$ cat src/pbl_regs.svh
// Timing counts, widths and reset values for the pushbutton and LED logic
`ifndef PBL_REGS_SVH
`define PBL_REGS_SVH
`define PBL_CLK_HZ          20000000
`define PBL_TICK_US         1000
`define PBL_TICK_CYC        ((`PBL_CLK_HZ / 1000000) * `PBL_TICK_US)
`define PBL_CTL_DROP_MS     100
`define PBL_TEST_MIN_MS     250
`define PBL_STAGE1_MAX_MS   60000
`define PBL_STEP_MS         1000
`define PBL_NUM_USER        12
`define PBL_NUM_CTL         7
`define PBL_NUM_LED         48
`define PBL_NUM_LAMP        62
`define PBL_NUM_MINOR       8
`define PBL_NUM_MAJOR       8
`define PBL_LATCH_RESET     12'h000
`endif

$ cat src/pbl_pkg.sv
// Types shared by the pushbutton and LED logic
package pbl_pkg;
	typedef enum logic [1:0] {
		PBL_FN_DISABLED,
		PBL_FN_SELF_RESET,
		PBL_FN_LATCHED
	} pbl_fn_t;

	typedef struct packed {
		logic        press;
		logic        release_;
		logic [4:0]  key;
	} pbl_key_ev_t;
endpackage : pbl_pkg

$ cat src/pbl_tick_div.sv
// Divider that makes the one millisecond scan tick
`timescale 1ns/1ns
`default_nettype none
`include "pbl_regs.svh"
module pbl_tick_div #(
	parameter int CYCLES = `PBL_TICK_CYC
) (
	// Clock and reset
	input  wire logic clock,
	input  wire logic rst,
	// Tick
	output logic      tick
);
	logic [15:0] count;

	always_ff @(posedge clock or posedge rst) begin
		if (rst) begin
			count <= 16'h0000;
			tick  <= 1'b0;
		end else if (count == 16'(CYCLES - 1)) begin
			count <= 16'h0000;
			tick  <= 1'b1;
		end else begin
			count <= count + 16'h0001;
			tick  <= 1'b0;
		end
	end
endmodule : pbl_tick_div
`default_nettype wire

$ cat src/pbl_sync.sv
// Three-stage pin synchroniser; output changes when stages two and three agree
`timescale 1ns/1ns
`default_nettype none
module pbl_sync #(
	parameter int W = 1
) (
	// Clock and reset
	input  wire logic         clock,
	input  wire logic         rst,
	// Data
	input  wire logic [W-1:0] din,
	output logic      [W-1:0] dout
);
	logic [W-1:0] s1;
	logic [W-1:0] s2;
	logic [W-1:0] s3;

	always_ff @(posedge clock or posedge rst) begin
		if (rst) begin
			s1   <= '0;
			s2   <= '0;
			s3   <= '0;
			dout <= '0;
		end else begin
			s1 <= din;
			s2 <= s1;
			s3 <= s2;
			for (int i = 0; i < W; i++) begin
				if (s2[i] == s3[i])
					dout[i] <= s3[i];
			end
		end
	end
endmodule : pbl_sync
`default_nettype wire

$ cat src/pbl_panel.sv
// Front-panel pushbutton, indicator and lamp test logic
`timescale 1ns/1ns
`default_nettype none
`include "pbl_regs.svh"
module pbl_panel
	import pbl_pkg::*;
#(
	parameter int NU        = `PBL_NUM_USER,
	parameter int NC        = `PBL_NUM_CTL,
	parameter int NL        = `PBL_NUM_LED,
	parameter int NMIN      = `PBL_NUM_MINOR,
	parameter int NMAJ      = `PBL_NUM_MAJOR,
	parameter int TICK_CYC  = `PBL_TICK_CYC,
	parameter int STAGE1_MS = `PBL_STAGE1_MAX_MS,
	parameter int STEP_MS   = `PBL_STEP_MS
) (
	// Clock and reset
	input  wire logic                clock,
	input  wire logic                rst,
	// Keys from the panel
	input  wire logic [NU-1:0]       user_key,
	input  wire logic [NC-1:0]       ctl_key,
	input  wire logic                reset_key,
	input  wire logic                large_option,
	// User key settings and non-volatile store
	input  wire logic [2*NU-1:0]     user_fn,
	input  wire logic                nv_valid,
	input  wire logic [NU-1:0]       nv_state,
	output logic      [NU-1:0]       nv_write_data,
	output logic                     nv_write,
	// User key operands and lamps
	output logic      [NU-1:0]       user_on,
	output logic      [NU-1:0]       user_off,
	output logic      [NU-1:0]       user_lamp,
	// Control keys
	input  wire logic                event_log_enable,
	output logic      [NC-1:0]       control_key_output,
	output logic                     ctl_event,
	output logic      [2:0]          ctl_event_key,
	// Indicators
	input  wire logic [NL-1:0]       led_operand,
	input  wire logic [NL-1:0]       indicator_latch_type,
	input  wire logic                remote_reset,
	input  wire logic                reset_operand,
	input  wire logic                trip_operand,
	input  wire logic                alarm_operand,
	output logic      [NL/2-1:0]     panel2_led,
	output logic      [NL/2-1:0]     panel3_led,
	output logic                     trip_led,
	output logic                     alarm_led,
	// Lamp test
	input  wire logic                lamp_test_enable,
	input  wire logic                lamp_test_trigger_source,
	output logic                     lamp_test_active,
	output logic                     lamp_test_started,
	// Self-test alarms
	input  wire logic [NMIN-1:0]     minor_raw,
	input  wire logic [NMIN-1:0]     minor_enable,
	input  wire logic [NMAJ-1:0]     major_raw,
	output logic      [NMIN-1:0]     minor_alarm,
	output logic      [NMAJ-1:0]     major_alarm,
	output logic                     any_minor,
	output logic                     any_self_test
);
	localparam int NK    = NU + NC + 1;
	localparam int DROPT = `PBL_CTL_DROP_MS;
	localparam int MINT  = `PBL_TEST_MIN_MS;

	typedef enum {LT_IDLE, LT_ALL_ON, LT_WALK_ON, LT_WALK_OFF} pbl_lt_t;

	logic          tick;
	logic [NK-1:0] keys_s;
	logic [NK-1:0] owned;
	logic [NK-1:0] owned_d;
	logic          any_owned;
	logic [NU-1:0] latch_st;
	logic          restored;
	logic [NL-1:0] led_hold;
	logic [NL-1:0] led_live;
	logic [6:0]    drop_cnt [NC];
	logic [NC-1:0] ctl_present;
	logic [NC-1:0] ctl_new;
	logic          trig_s;
	logic [8:0]    trig_cnt;
	logic          trig_q;
	logic          trig_q_d;
	logic          trig_rise;
	pbl_lt_t       lt_state;
	logic [15:0]   lt_ms;
	logic [5:0]    lt_idx;
	logic [NL-1:0] lamp_pattern;

	function automatic pbl_fn_t fn_of(input logic [2*NU-1:0] f, input int i);
		return pbl_fn_t'(f[2*i +: 2]);
	endfunction : fn_of

	pbl_tick_div #(.CYCLES(TICK_CYC)) u_tick (
		.clock (clock),
		.rst   (rst),
		.tick  (tick)
	);

	pbl_sync #(.W(NK + 1)) u_sync (
		.clock (clock),
		.rst   (rst),
		.din   ({lamp_test_trigger_source, reset_key, ctl_key, user_key}),
		.dout  ({trig_s, keys_s})
	);

	// A key is owned only when no other key is; held keys keep ownership
	assign any_owned = |owned;
	always_ff @(posedge clock or posedge rst) begin
		if (rst) begin
			owned   <= '0;
			owned_d <= '0;
		end else begin
			owned_d <= owned;
			if (!any_owned) begin
				for (int k = 0; k < NK; k++) begin
					if (keys_s[k] && (owned == '0) && !(|(owned & ~owned))) begin
						if (!(|(keys_s & ((NK'(1) << k) - NK'(1)))))
							owned <= NK'(1) << k;
					end
				end
			end else if (!(|(owned & keys_s))) begin
				owned <= '0;
			end
		end
	end

	// Latched states: restored from storage once, saved on every change
	always_ff @(posedge clock or posedge rst) begin
		if (rst) begin
			latch_st      <= `PBL_LATCH_RESET;
			restored      <= 1'b0;
			nv_write      <= 1'b0;
			nv_write_data <= '0;
		end else begin
			nv_write <= 1'b0;
			if (!restored) begin
				if (nv_valid) begin
					latch_st <= nv_state;
					restored <= 1'b1;
				end
			end else begin
				for (int i = 0; i < NU; i++) begin
					if (fn_of(user_fn, i) == PBL_FN_LATCHED &&
					    owned[i] && !owned_d[i]) begin
						latch_st[i]      <= ~latch_st[i];
						nv_write_data[i] <= ~latch_st[i];
						nv_write         <= 1'b1;
					end else begin
						nv_write_data[i] <= latch_st[i];
					end
				end
			end
		end
	end

	generate
		for (genvar i = 0; i < NU; i++) begin : g_user
			always_ff @(posedge clock or posedge rst) begin
				if (rst) begin
					user_on[i]  <= 1'b0;
					user_off[i] <= 1'b0;
				end else begin
					case (fn_of(user_fn, i))
						PBL_FN_SELF_RESET: begin
							user_on[i]  <= owned[i];
							user_off[i] <= ~owned[i];
						end
						PBL_FN_LATCHED: begin
							user_on[i]  <= latch_st[i];
							user_off[i] <= ~latch_st[i];
						end
						default: begin
							user_on[i]  <= 1'b0;
							user_off[i] <= 1'b0;
						end
					endcase
				end
			end
			assign user_lamp[i] = user_on[i];
		end
	endgenerate

	// Control keys: keys 4 to 7 only exist with the large option
	assign ctl_present = large_option ? {NC{1'b1}} : NC'(7'h07);
	assign ctl_new = owned[NU +: NC] & ~owned_d[NU +: NC] & ctl_present;

	generate
		for (genvar c = 0; c < NC; c++) begin : g_ctl
			always_ff @(posedge clock or posedge rst) begin
				if (rst) begin
					drop_cnt[c]           <= 7'h00;
					control_key_output[c] <= 1'b0;
				end else if (owned[NU + c] && ctl_present[c]) begin
					drop_cnt[c]           <= 7'(DROPT);
					control_key_output[c] <= 1'b1;
				end else if (drop_cnt[c] != 7'h00) begin
					if (tick)
						drop_cnt[c] <= drop_cnt[c] - 7'h01;
				end else begin
					control_key_output[c] <= 1'b0;
				end
			end
		end
	endgenerate

	always_ff @(posedge clock or posedge rst) begin
		if (rst) begin
			ctl_event     <= 1'b0;
			ctl_event_key <= 3'h0;
		end else begin
			ctl_event <= event_log_enable && (|ctl_new);
			for (int c = 0; c < NC; c++) begin
				if (ctl_new[c])
					ctl_event_key <= 3'(c);
			end
		end
	end

	// Indicators keep tracking operands while the lamp test owns the lamps
	always_ff @(posedge clock or posedge rst) begin
		if (rst) begin
			led_hold <= '0;
		end else begin
			for (int j = 0; j < NL; j++) begin
				if (indicator_latch_type[j] && led_operand[j])
					led_hold[j] <= 1'b1;
				else if (!indicator_latch_type[j] ||
				         ((owned[NK-1] && !owned_d[NK-1] && !lamp_test_active) ||
				          remote_reset || reset_operand))
					led_hold[j] <= 1'b0;
			end
		end
	end
	assign led_live = led_operand | led_hold;

	// Trigger qualified by 250 ms of steady level
	always_ff @(posedge clock or posedge rst) begin
		if (rst) begin
			trig_cnt <= 9'h000;
			trig_q   <= 1'b0;
			trig_q_d <= 1'b0;
		end else begin
			trig_q_d <= trig_q;
			if (trig_s == trig_q) begin
				trig_cnt <= 9'h000;
			end else if (tick) begin
				if (trig_cnt == 9'(MINT - 1)) begin
					trig_q   <= trig_s;
					trig_cnt <= 9'h000;
				end else begin
					trig_cnt <= trig_cnt + 9'h001;
				end
			end
		end
	end
	assign trig_rise = trig_q && !trig_q_d;

	always_ff @(posedge clock or posedge rst) begin
		if (rst) begin
			lt_state          <= LT_IDLE;
			lt_ms             <= 16'h0000;
			lt_idx            <= 6'h00;
			lamp_test_started <= 1'b0;
		end else begin
			lamp_test_started <= 1'b0;
			if (tick)
				lt_ms <= lt_ms + 16'h0001;
			case (lt_state)
				LT_IDLE: begin
					if (lamp_test_enable && trig_rise) begin
						lt_state          <= LT_ALL_ON;
						lt_ms             <= 16'h0000;
						lamp_test_started <= 1'b1;
					end
				end
				LT_ALL_ON: begin
					if (lt_ms >= 16'(STAGE1_MS)) begin
						lt_state <= LT_IDLE;
					end else if (!trig_q) begin
						lt_state <= LT_WALK_ON;
						lt_ms    <= 16'h0000;
						lt_idx   <= 6'h00;
					end
				end
				LT_WALK_ON, LT_WALK_OFF: begin
					if (trig_rise) begin
						lt_state <= LT_IDLE;
					end else if (lt_ms >= 16'(STEP_MS)) begin
						lt_ms <= 16'h0000;
						if (lt_idx == 6'(NL - 1)) begin
							lt_idx   <= 6'h00;
							lt_state <= (lt_state == LT_WALK_ON) ?
							            LT_WALK_OFF : LT_IDLE;
						end else begin
							lt_idx <= lt_idx + 6'h01;
						end
					end
				end
				default: lt_state <= LT_IDLE;
			endcase
		end
	end
	assign lamp_test_active = (lt_state != LT_IDLE);

	// Index order is column-major, top to bottom within each column
	always_comb begin
		case (lt_state)
			LT_ALL_ON:   lamp_pattern = {NL{1'b1}};
			LT_WALK_ON:  lamp_pattern = NL'(1) << lt_idx;
			LT_WALK_OFF: lamp_pattern = ~(NL'(1) << lt_idx);
			default:     lamp_pattern = led_live;
		endcase
	end

	always_ff @(posedge clock or posedge rst) begin
		if (rst) begin
			panel2_led <= '0;
			panel3_led <= '0;
			trip_led   <= 1'b0;
			alarm_led  <= 1'b0;
		end else begin
			panel2_led <= lamp_pattern[NL/2-1:0];
			panel3_led <= lamp_pattern[NL-1:NL/2];
			trip_led   <= lamp_test_active ? lamp_pattern[0] || lt_state == LT_ALL_ON
			                               : trip_operand;
			alarm_led  <= lamp_test_active ? lt_state != LT_WALK_ON
			                               : alarm_operand;
		end
	end

	always_ff @(posedge clock or posedge rst) begin
		if (rst) begin
			minor_alarm   <= '0;
			major_alarm   <= '0;
			any_minor     <= 1'b0;
			any_self_test <= 1'b0;
		end else begin
			minor_alarm   <= minor_raw & minor_enable;
			major_alarm   <= major_raw;
			any_minor     <= |(minor_raw & minor_enable);
			any_self_test <= |(minor_raw & minor_enable) | (|major_raw);
		end
	end
endmodule : pbl_panel
`default_nettype wire

$ cat config.mk
export PLATFORM = sky130hd
export DESIGN_NAME = pbl_panel
export DESIGN_NICKNAME = d
export VERILOG_FILES = /design/src/pbl_pkg.sv /design/src/pbl_tick_div.sv /design/src/pbl_sync.sv /design/src/pbl_panel.sv
export VERILOG_INCLUDE_DIRS = /design/src
export SDC_FILE = /design/constraint.sdc
export NUM_CORES = 1
export LEC_CHECK = 0
export BUFFER_PORTS_ARGS = -buffer_cell sky130_fd_sc_hd__buf_2
export CORE_MARGIN = 2
export CORE_UTILIZATION = 45
export CTS_CLUSTER_SIZE = 20
export DETAILED_ROUTE_END_ITERATION = 12
export PLACE_DENSITY = 0.67
export SYNTH_ARGS = -nofsm -noshare
export SYNTH_HDL_FRONTEND = slang
export SYNTH_SLANG_ARGS = --single-unit
$ cat constraint.sdc
create_clock -name clock -period 23.3 [get_ports clock]
set_input_delay 3.495 -clock clock [delete_from_list [all_inputs] [get_ports clock]]
set_output_delay 3.495 -clock clock [all_outputs]
set_load 0.02 [all_outputs]
# Yosys cells after proc, flatten, opt, wreduce, memory -nomap -nowiden
# Cells that the tools add are included.
[classes]
n_eq_ne = 71
reduce_logical = 350
shift = 1
n_mux = 276
n_addsub = 11
bitwise = 35
n_lt_le_gt_ge = 2
[ops]
columns = ["cell", "n"]
rows = [
  ["2-to-1 mux 20 bit", 53],
  ["2-to-1 mux 32 bit", 6],
  ["2-to-1 mux 7 bit", 22],
  ["one-hot mux 48 bit (3 select lines)", 1],
  ["2-to-1 mux 1 bit", 142],
  ["nonzero test 2 bit", 65],
  ["logical AND 1 bit", 124],
  ["2-to-1 mux 16 bit", 7],
  ["== test 32 x 2 -> 1 bit, second input constant", 3],
  ["one-hot mux 32 bit (3 select lines)", 1],
  ["logical NOT 1 bit", 64],
  ["OR reduction 20 bit", 3],
  ["nonzero test 7 bit", 8],
  ["logical OR 1 bit", 51],
  ["subtractor 7 x 1 -> 7 bit, second input constant", 7],
  ["NOT 48 bit", 1],
  ["OR 48 bit", 1],
  ["one-hot mux 1 bit (2 select lines)", 24],
  ["one-hot mux 16 bit (3 select lines)", 1],
  ["<< shifter 1 x 6 -> 48 bit, first input constant", 1],
  ["bitwise AND 20 bit", 2],
  ["adder 16 x 1 -> 16 bit, second input constant", 2],
  ["== test 32 x 1 -> 1 bit, second input constant", 1],
  ["== test 32 x 3 -> 1 bit, second input constant", 1],
  ["50 further kinds", 155],
]
[totals]
wordCells = 881
output_inout_bits = 130
register_bits = 433

# Logic depth before layout (Yosys ltp)
[logic_depth]
depth_word = 57
mapped_depth = 8
depth_no_buf = 7

# Cells and area by module
# Synthesis repeated with hierarchy kept, for this count alone.
[hier_totals]
cells_unflattened = 1562
area_unflattened_um2 = 17405.4
[by_module_without_submodules]
columns = ["mod", "n_inst", "cells_each", "area_per_inst_um2"]
rows = [
  ["pbl_panel", 1, 1386, 14281.2],
  ["pbl_sync", 1, 106, 2342.2],
  ["pbl_tick_div", 1, 70, 782.0],
]

# Worst setup path before layout
# OpenSTA, ideal clock, no wires.
[synth_path]
path_kind = "input -> register"
startpoint = "input port reset_operand"
endpoint = "register led_hold[28]"
arrival_time_ns = 4.392
path_slack_ns = 18.835
setup_time_ns = 0.073
required_time_ns = 23.227
cell_stages = 5
path_cell_list = "a311oi_1 > buf_2 > buf_2 > a21oi_1 > nor2b_1"
[synth_via]
elab_chain_cells = 3
[synth_rtl]
columns = ["element", "line_no", "source"]
rows = [
  ["from (decl)", "pbl_panel.sv:44", "input wire logic reset_operand,"],
  ["logical OR 1 bit", "pbl_panel.sv:233", "remote_reset || reset_operand))"],
  ["logical OR 1 bit", "pbl_panel.sv:231", "else if (!indicator_latch_type[j] ||"],
  ["nonzero test 2 bit (no source line)", "-", ""],
  ["to (signal assigned)", "pbl_panel.sv:226", "led_hold <= '0;"],
  ["to (signal, indexed assignment)", "pbl_panel.sv:230", "led_hold[j] <= 1'b1;"],
  ["to (signal, indexed assignment)", "pbl_panel.sv:234", "led_hold[j] <= 1'b0;"],
  ["to (decl)", "pbl_panel.sv:78", "logic [NL-1:0] led_hold;"],
]
# Every way passes these cells.
# A chain may end at the register's enable or synchronous reset.

# Worst setup path in the final report
[layout_path]
startpoint = "register lt_state[0]"
endpoint = "output port lamp_test_active"
[layout_via]
elab_chain_cells = 1
[layout_rtl]
columns = ["element", "line_no", "source"]
rows = [
  ["from (decl)", "pbl_panel.sv:88", "pbl_lt_t lt_state;"],
  ["from (signal assigned)", "pbl_panel.sv:296", "lt_state <= (lt_state == LT_WALK_ON) ?"],
  ["nonzero test 32 bit", "pbl_panel.sv:307", "assign lamp_test_active = (lt_state != LT_IDLE);"],
  ["to (decl)", "pbl_panel.sv:54", "output logic lamp_test_active,"],
]
# Every way passes these cells.

==> results.cfg <==
[cells_and_area]
nets = 2128
drive_above_1_share_pct = 21.6
n_antenna_cell = 0
fill_cells = 3340
syn2layout_area_growth_pct = 19.7
fin_area_um2 = 20700

[setup_path]
crit_arrival_ps = 2070
reg2reg_from = lt_state[1]
cp_max_fo = 50
required_ps = 19810
crit_type = flip-flop to output pin
setup.worst_path.end = lamp_test_active
reg2reg_depth = 6
reg2reg_slack_ps = 20680
endpoint_kind = output pin
setup.worst_path.start = lt_state[0]
start_kind = flip-flop
r2r-end = lt_state[0]

[synthesis]
synth_top_family_by_area = simple AND/OR/NAND/NOR gates
synth_mux_area_share_pct = 0.189
synth_nets = 1833
avgSynthCellArea_um2 = 10.8
synth.top_cell.area_share_pct = 58.5
synth_edf_count = 0
synth_adder_area_share_pct = 4.77
yosys.area_share.xor_xnor_pct = 4.52
synth_area_um2 = 17300
yosysMostFrequentCell = dfrtp_1
synth-main-ff-cell = dfrtp_1
syn_inst = 1597
synthTopCellsByArea = dfrtp_1 (58%), a21oi_1 (4.5%), nor2_1 (4.5%)
ys_types = 67
ys_warn_count = 0
synth_area_leader_cell = dfrtp_1
ys_async_sr_fraction_pct = 100
synth_compound_area_share_pct = 12.1
ys_seq_area_share_pct = 58.5
synth-simple-area-share_pct = 16.5
synth_commonest_cells = dfrtp_1 (403), nor2_1 (205), a21oi_1 (154), nand2_1 (79), inv_1 (64)
synth-seq-cells = 403

[global_route]
grt_overflow = 0
grt_pass1_wl_um = 64100
grt_max_degree = 193
global_route.usage.total_pct = 20.3
antenna_found_initial = 0
grt_pass1_vias = 12200

[die]
die_area_um2 = 39900
die_w_um = 200
num_io_pins = 317
core-area_um2 = 37800
floorplan.initialDensity_pct = 45.7
die_h_um = 200
num_rows = 71

[run]
max_cap_violations = 0

[pwr]
swShare_pct = 26.0
pwr-share-seq_pct = 47.2
p_int_mw = 1.23
switchingPower_mw = 0.432
vdd.ir_drop.worst_uv = 46.1
combPwrFrac_pct = 11.1
p_per_area_nw_per_um2 = 80.4
power_frac_clock_pct = 41.7
p_leak_nw = 9.57

[sta]
max_slew.worst_pin.slew_ps = 1040
fmax_ghz = 0.180
slew_violations = 0
period_minus_slack_ps = 5560
rsz0062_at_grt = no
setup_viol = 0
hold_viol = 0
relSlewSlack_pct = 30.7
post-route-period-util_pct = 23.9
fin_skew_ps = 24.6
finalSetupTns_ps = 0

[detailed_routing]
drc = 0
first_iter_violations = 627
viasPerCell = 5.22
wl_per_cell_um = 16.6
vias = 12700
drt-total-wl_um = 40500
final_antenna_net_count = 0
first_pass_iters = 5

[place]
io_buffers = 316
placed_cell_area_um2 = 19200
gp_congestion = 0.876
hpwl_um = 28600

[status]
outcome = finished clean

[hold_path]
hold_path_class = flip-flop to flip-flop

[clock_tree]
cts_root_buffer = clkbuf_16
cts_hold_buf = 0
cts-resized-gates = 0
clk_pin_slew_ps = 60
htreeDepth = 2
cts_sinks = 403
cts_buffer_depth = 3
numCtsBuffers = 44
post_cts_buffers = 0
clock_latency_ps = 570
cts_tree = done
-- through the flow --
| stage | power (mW) | cells | setup WS, ps | hold WS [ps] | util [%] |
|---|---|---|---|---|---|
| floorplan | 0.909 | 1597 | 8600 | 331 | - |
| global placement | 0.974 | 2357 | 17970 | 333 | 50.9 |
| global route | 1.73 | 2435 | 17590 | 345 | 54.7 |
| detailed placement | 0.980 | 2357 | 17950 | 335 | 50.9 |
| CTS | 1.68 | 2435 | 17690 | 342 | 54.7 |
| finish | 1.66 | 2435 | 17740 | 342 | 54.7 |
-- final cells by class --
type | instances | area [um2] | area share, %
Inverter | 64 | 248 | 1.20
Sequential cell | 403 | 10100 | 48.8
Clock buffer | 54 | 1200 | 5.80
Tap cell | 511 | 639 | 3.10
Clock inverter | 24 | 246 | 1.19
Timing Repair Buffer | 324 | 1650 | 8.01
Multi-Input combinational cell | 1055 | 6590 | 31.9
-- worst min-delay path by stage --
stage,from,end,slack [ps],cells after the start
floorplan,u_sync.s1[0],u_sync.s2[0],330,0
global placement,u_sync.s1[20],u_sync.s2[20],330,0
detailed placement,u_sync.s1[20],u_sync.s2[20],330,0
CTS,u_sync.s1[0],u_sync.s2[0],340,0
global route,u_sync.s1[0],u_sync.s2[0],350,0
finish,u_sync.s1[0],u_sync.s2[0],340,0
-- registers in the layout (all words and copies together) (netlist names), 16 cells and up --
register / cells
owned: 20
owned_d: 20
led_hold: 48
u_sync.dout: 21
u_sync.s1: 21
lt_ms: 16
u_sync.s3: 21
panel2_led: 24
u_sync.s2: 21
drop_cnt: 49
panel3_led: 24
u_tick.count: 16
-- layer usage --
layer  share of wire [%]  global-route usage, %  vias to the layer above
met5                   0                      0                        -
met4                 2.4                   6.47                        0
met3                 5.0                   3.51                       67
met2                  48                   32.2                      334
met1                  45                   28.5                     6209
li1                    -                      -                     6103
-- critical path, cell delays in order (launching register included) --
cell and delay, ps:
dfrtp_1 320, buf_4 420, nor2_1 200, inv_1 330
buf_2 240
-- cells in the final DEF, fill, tap and decap left out, types with 21 or more instances in the layout --
cell type	instances
buf_2	316
o21ai_0	23
xor2_1	51
nand2b_1	38
nand3_1	27
a21oi_1	154
xnor2_1	38
a211oi_1	40
nor2_1	205
dfrtp_1	403
nor2b_1	62
nor3_1	28
maj3_1	21
ha_1	49
nand2_1	79
clkbuf_16	44
inv_1	63
and3_1	27
-- power groups by stage --
stage	registers [mW]	logic, mW	clock network [mW]
final	0.784	0.184	0.693
after global placement	0.795	0.180	0
after floorplan	0.810	0.0982	0
after global routing	0.790	0.203	0.741
after CTS	0.784	0.186	0.711
after detailed placement	0.796	0.184	0
-- logic make-up (layout without fill, tap and decap cells) --
family,after synthesis,count (layout)
flip-flops,403,403
adder cells (fa/ha/maj),70,70
AND/OR/NAND/NOR,567,567
buffers and inverters,139,466
XOR/XNOR,89,89
AO/OA/AOI/OAI,326,326
multiplexers,3,3
(Power assumes the default switching activity.)
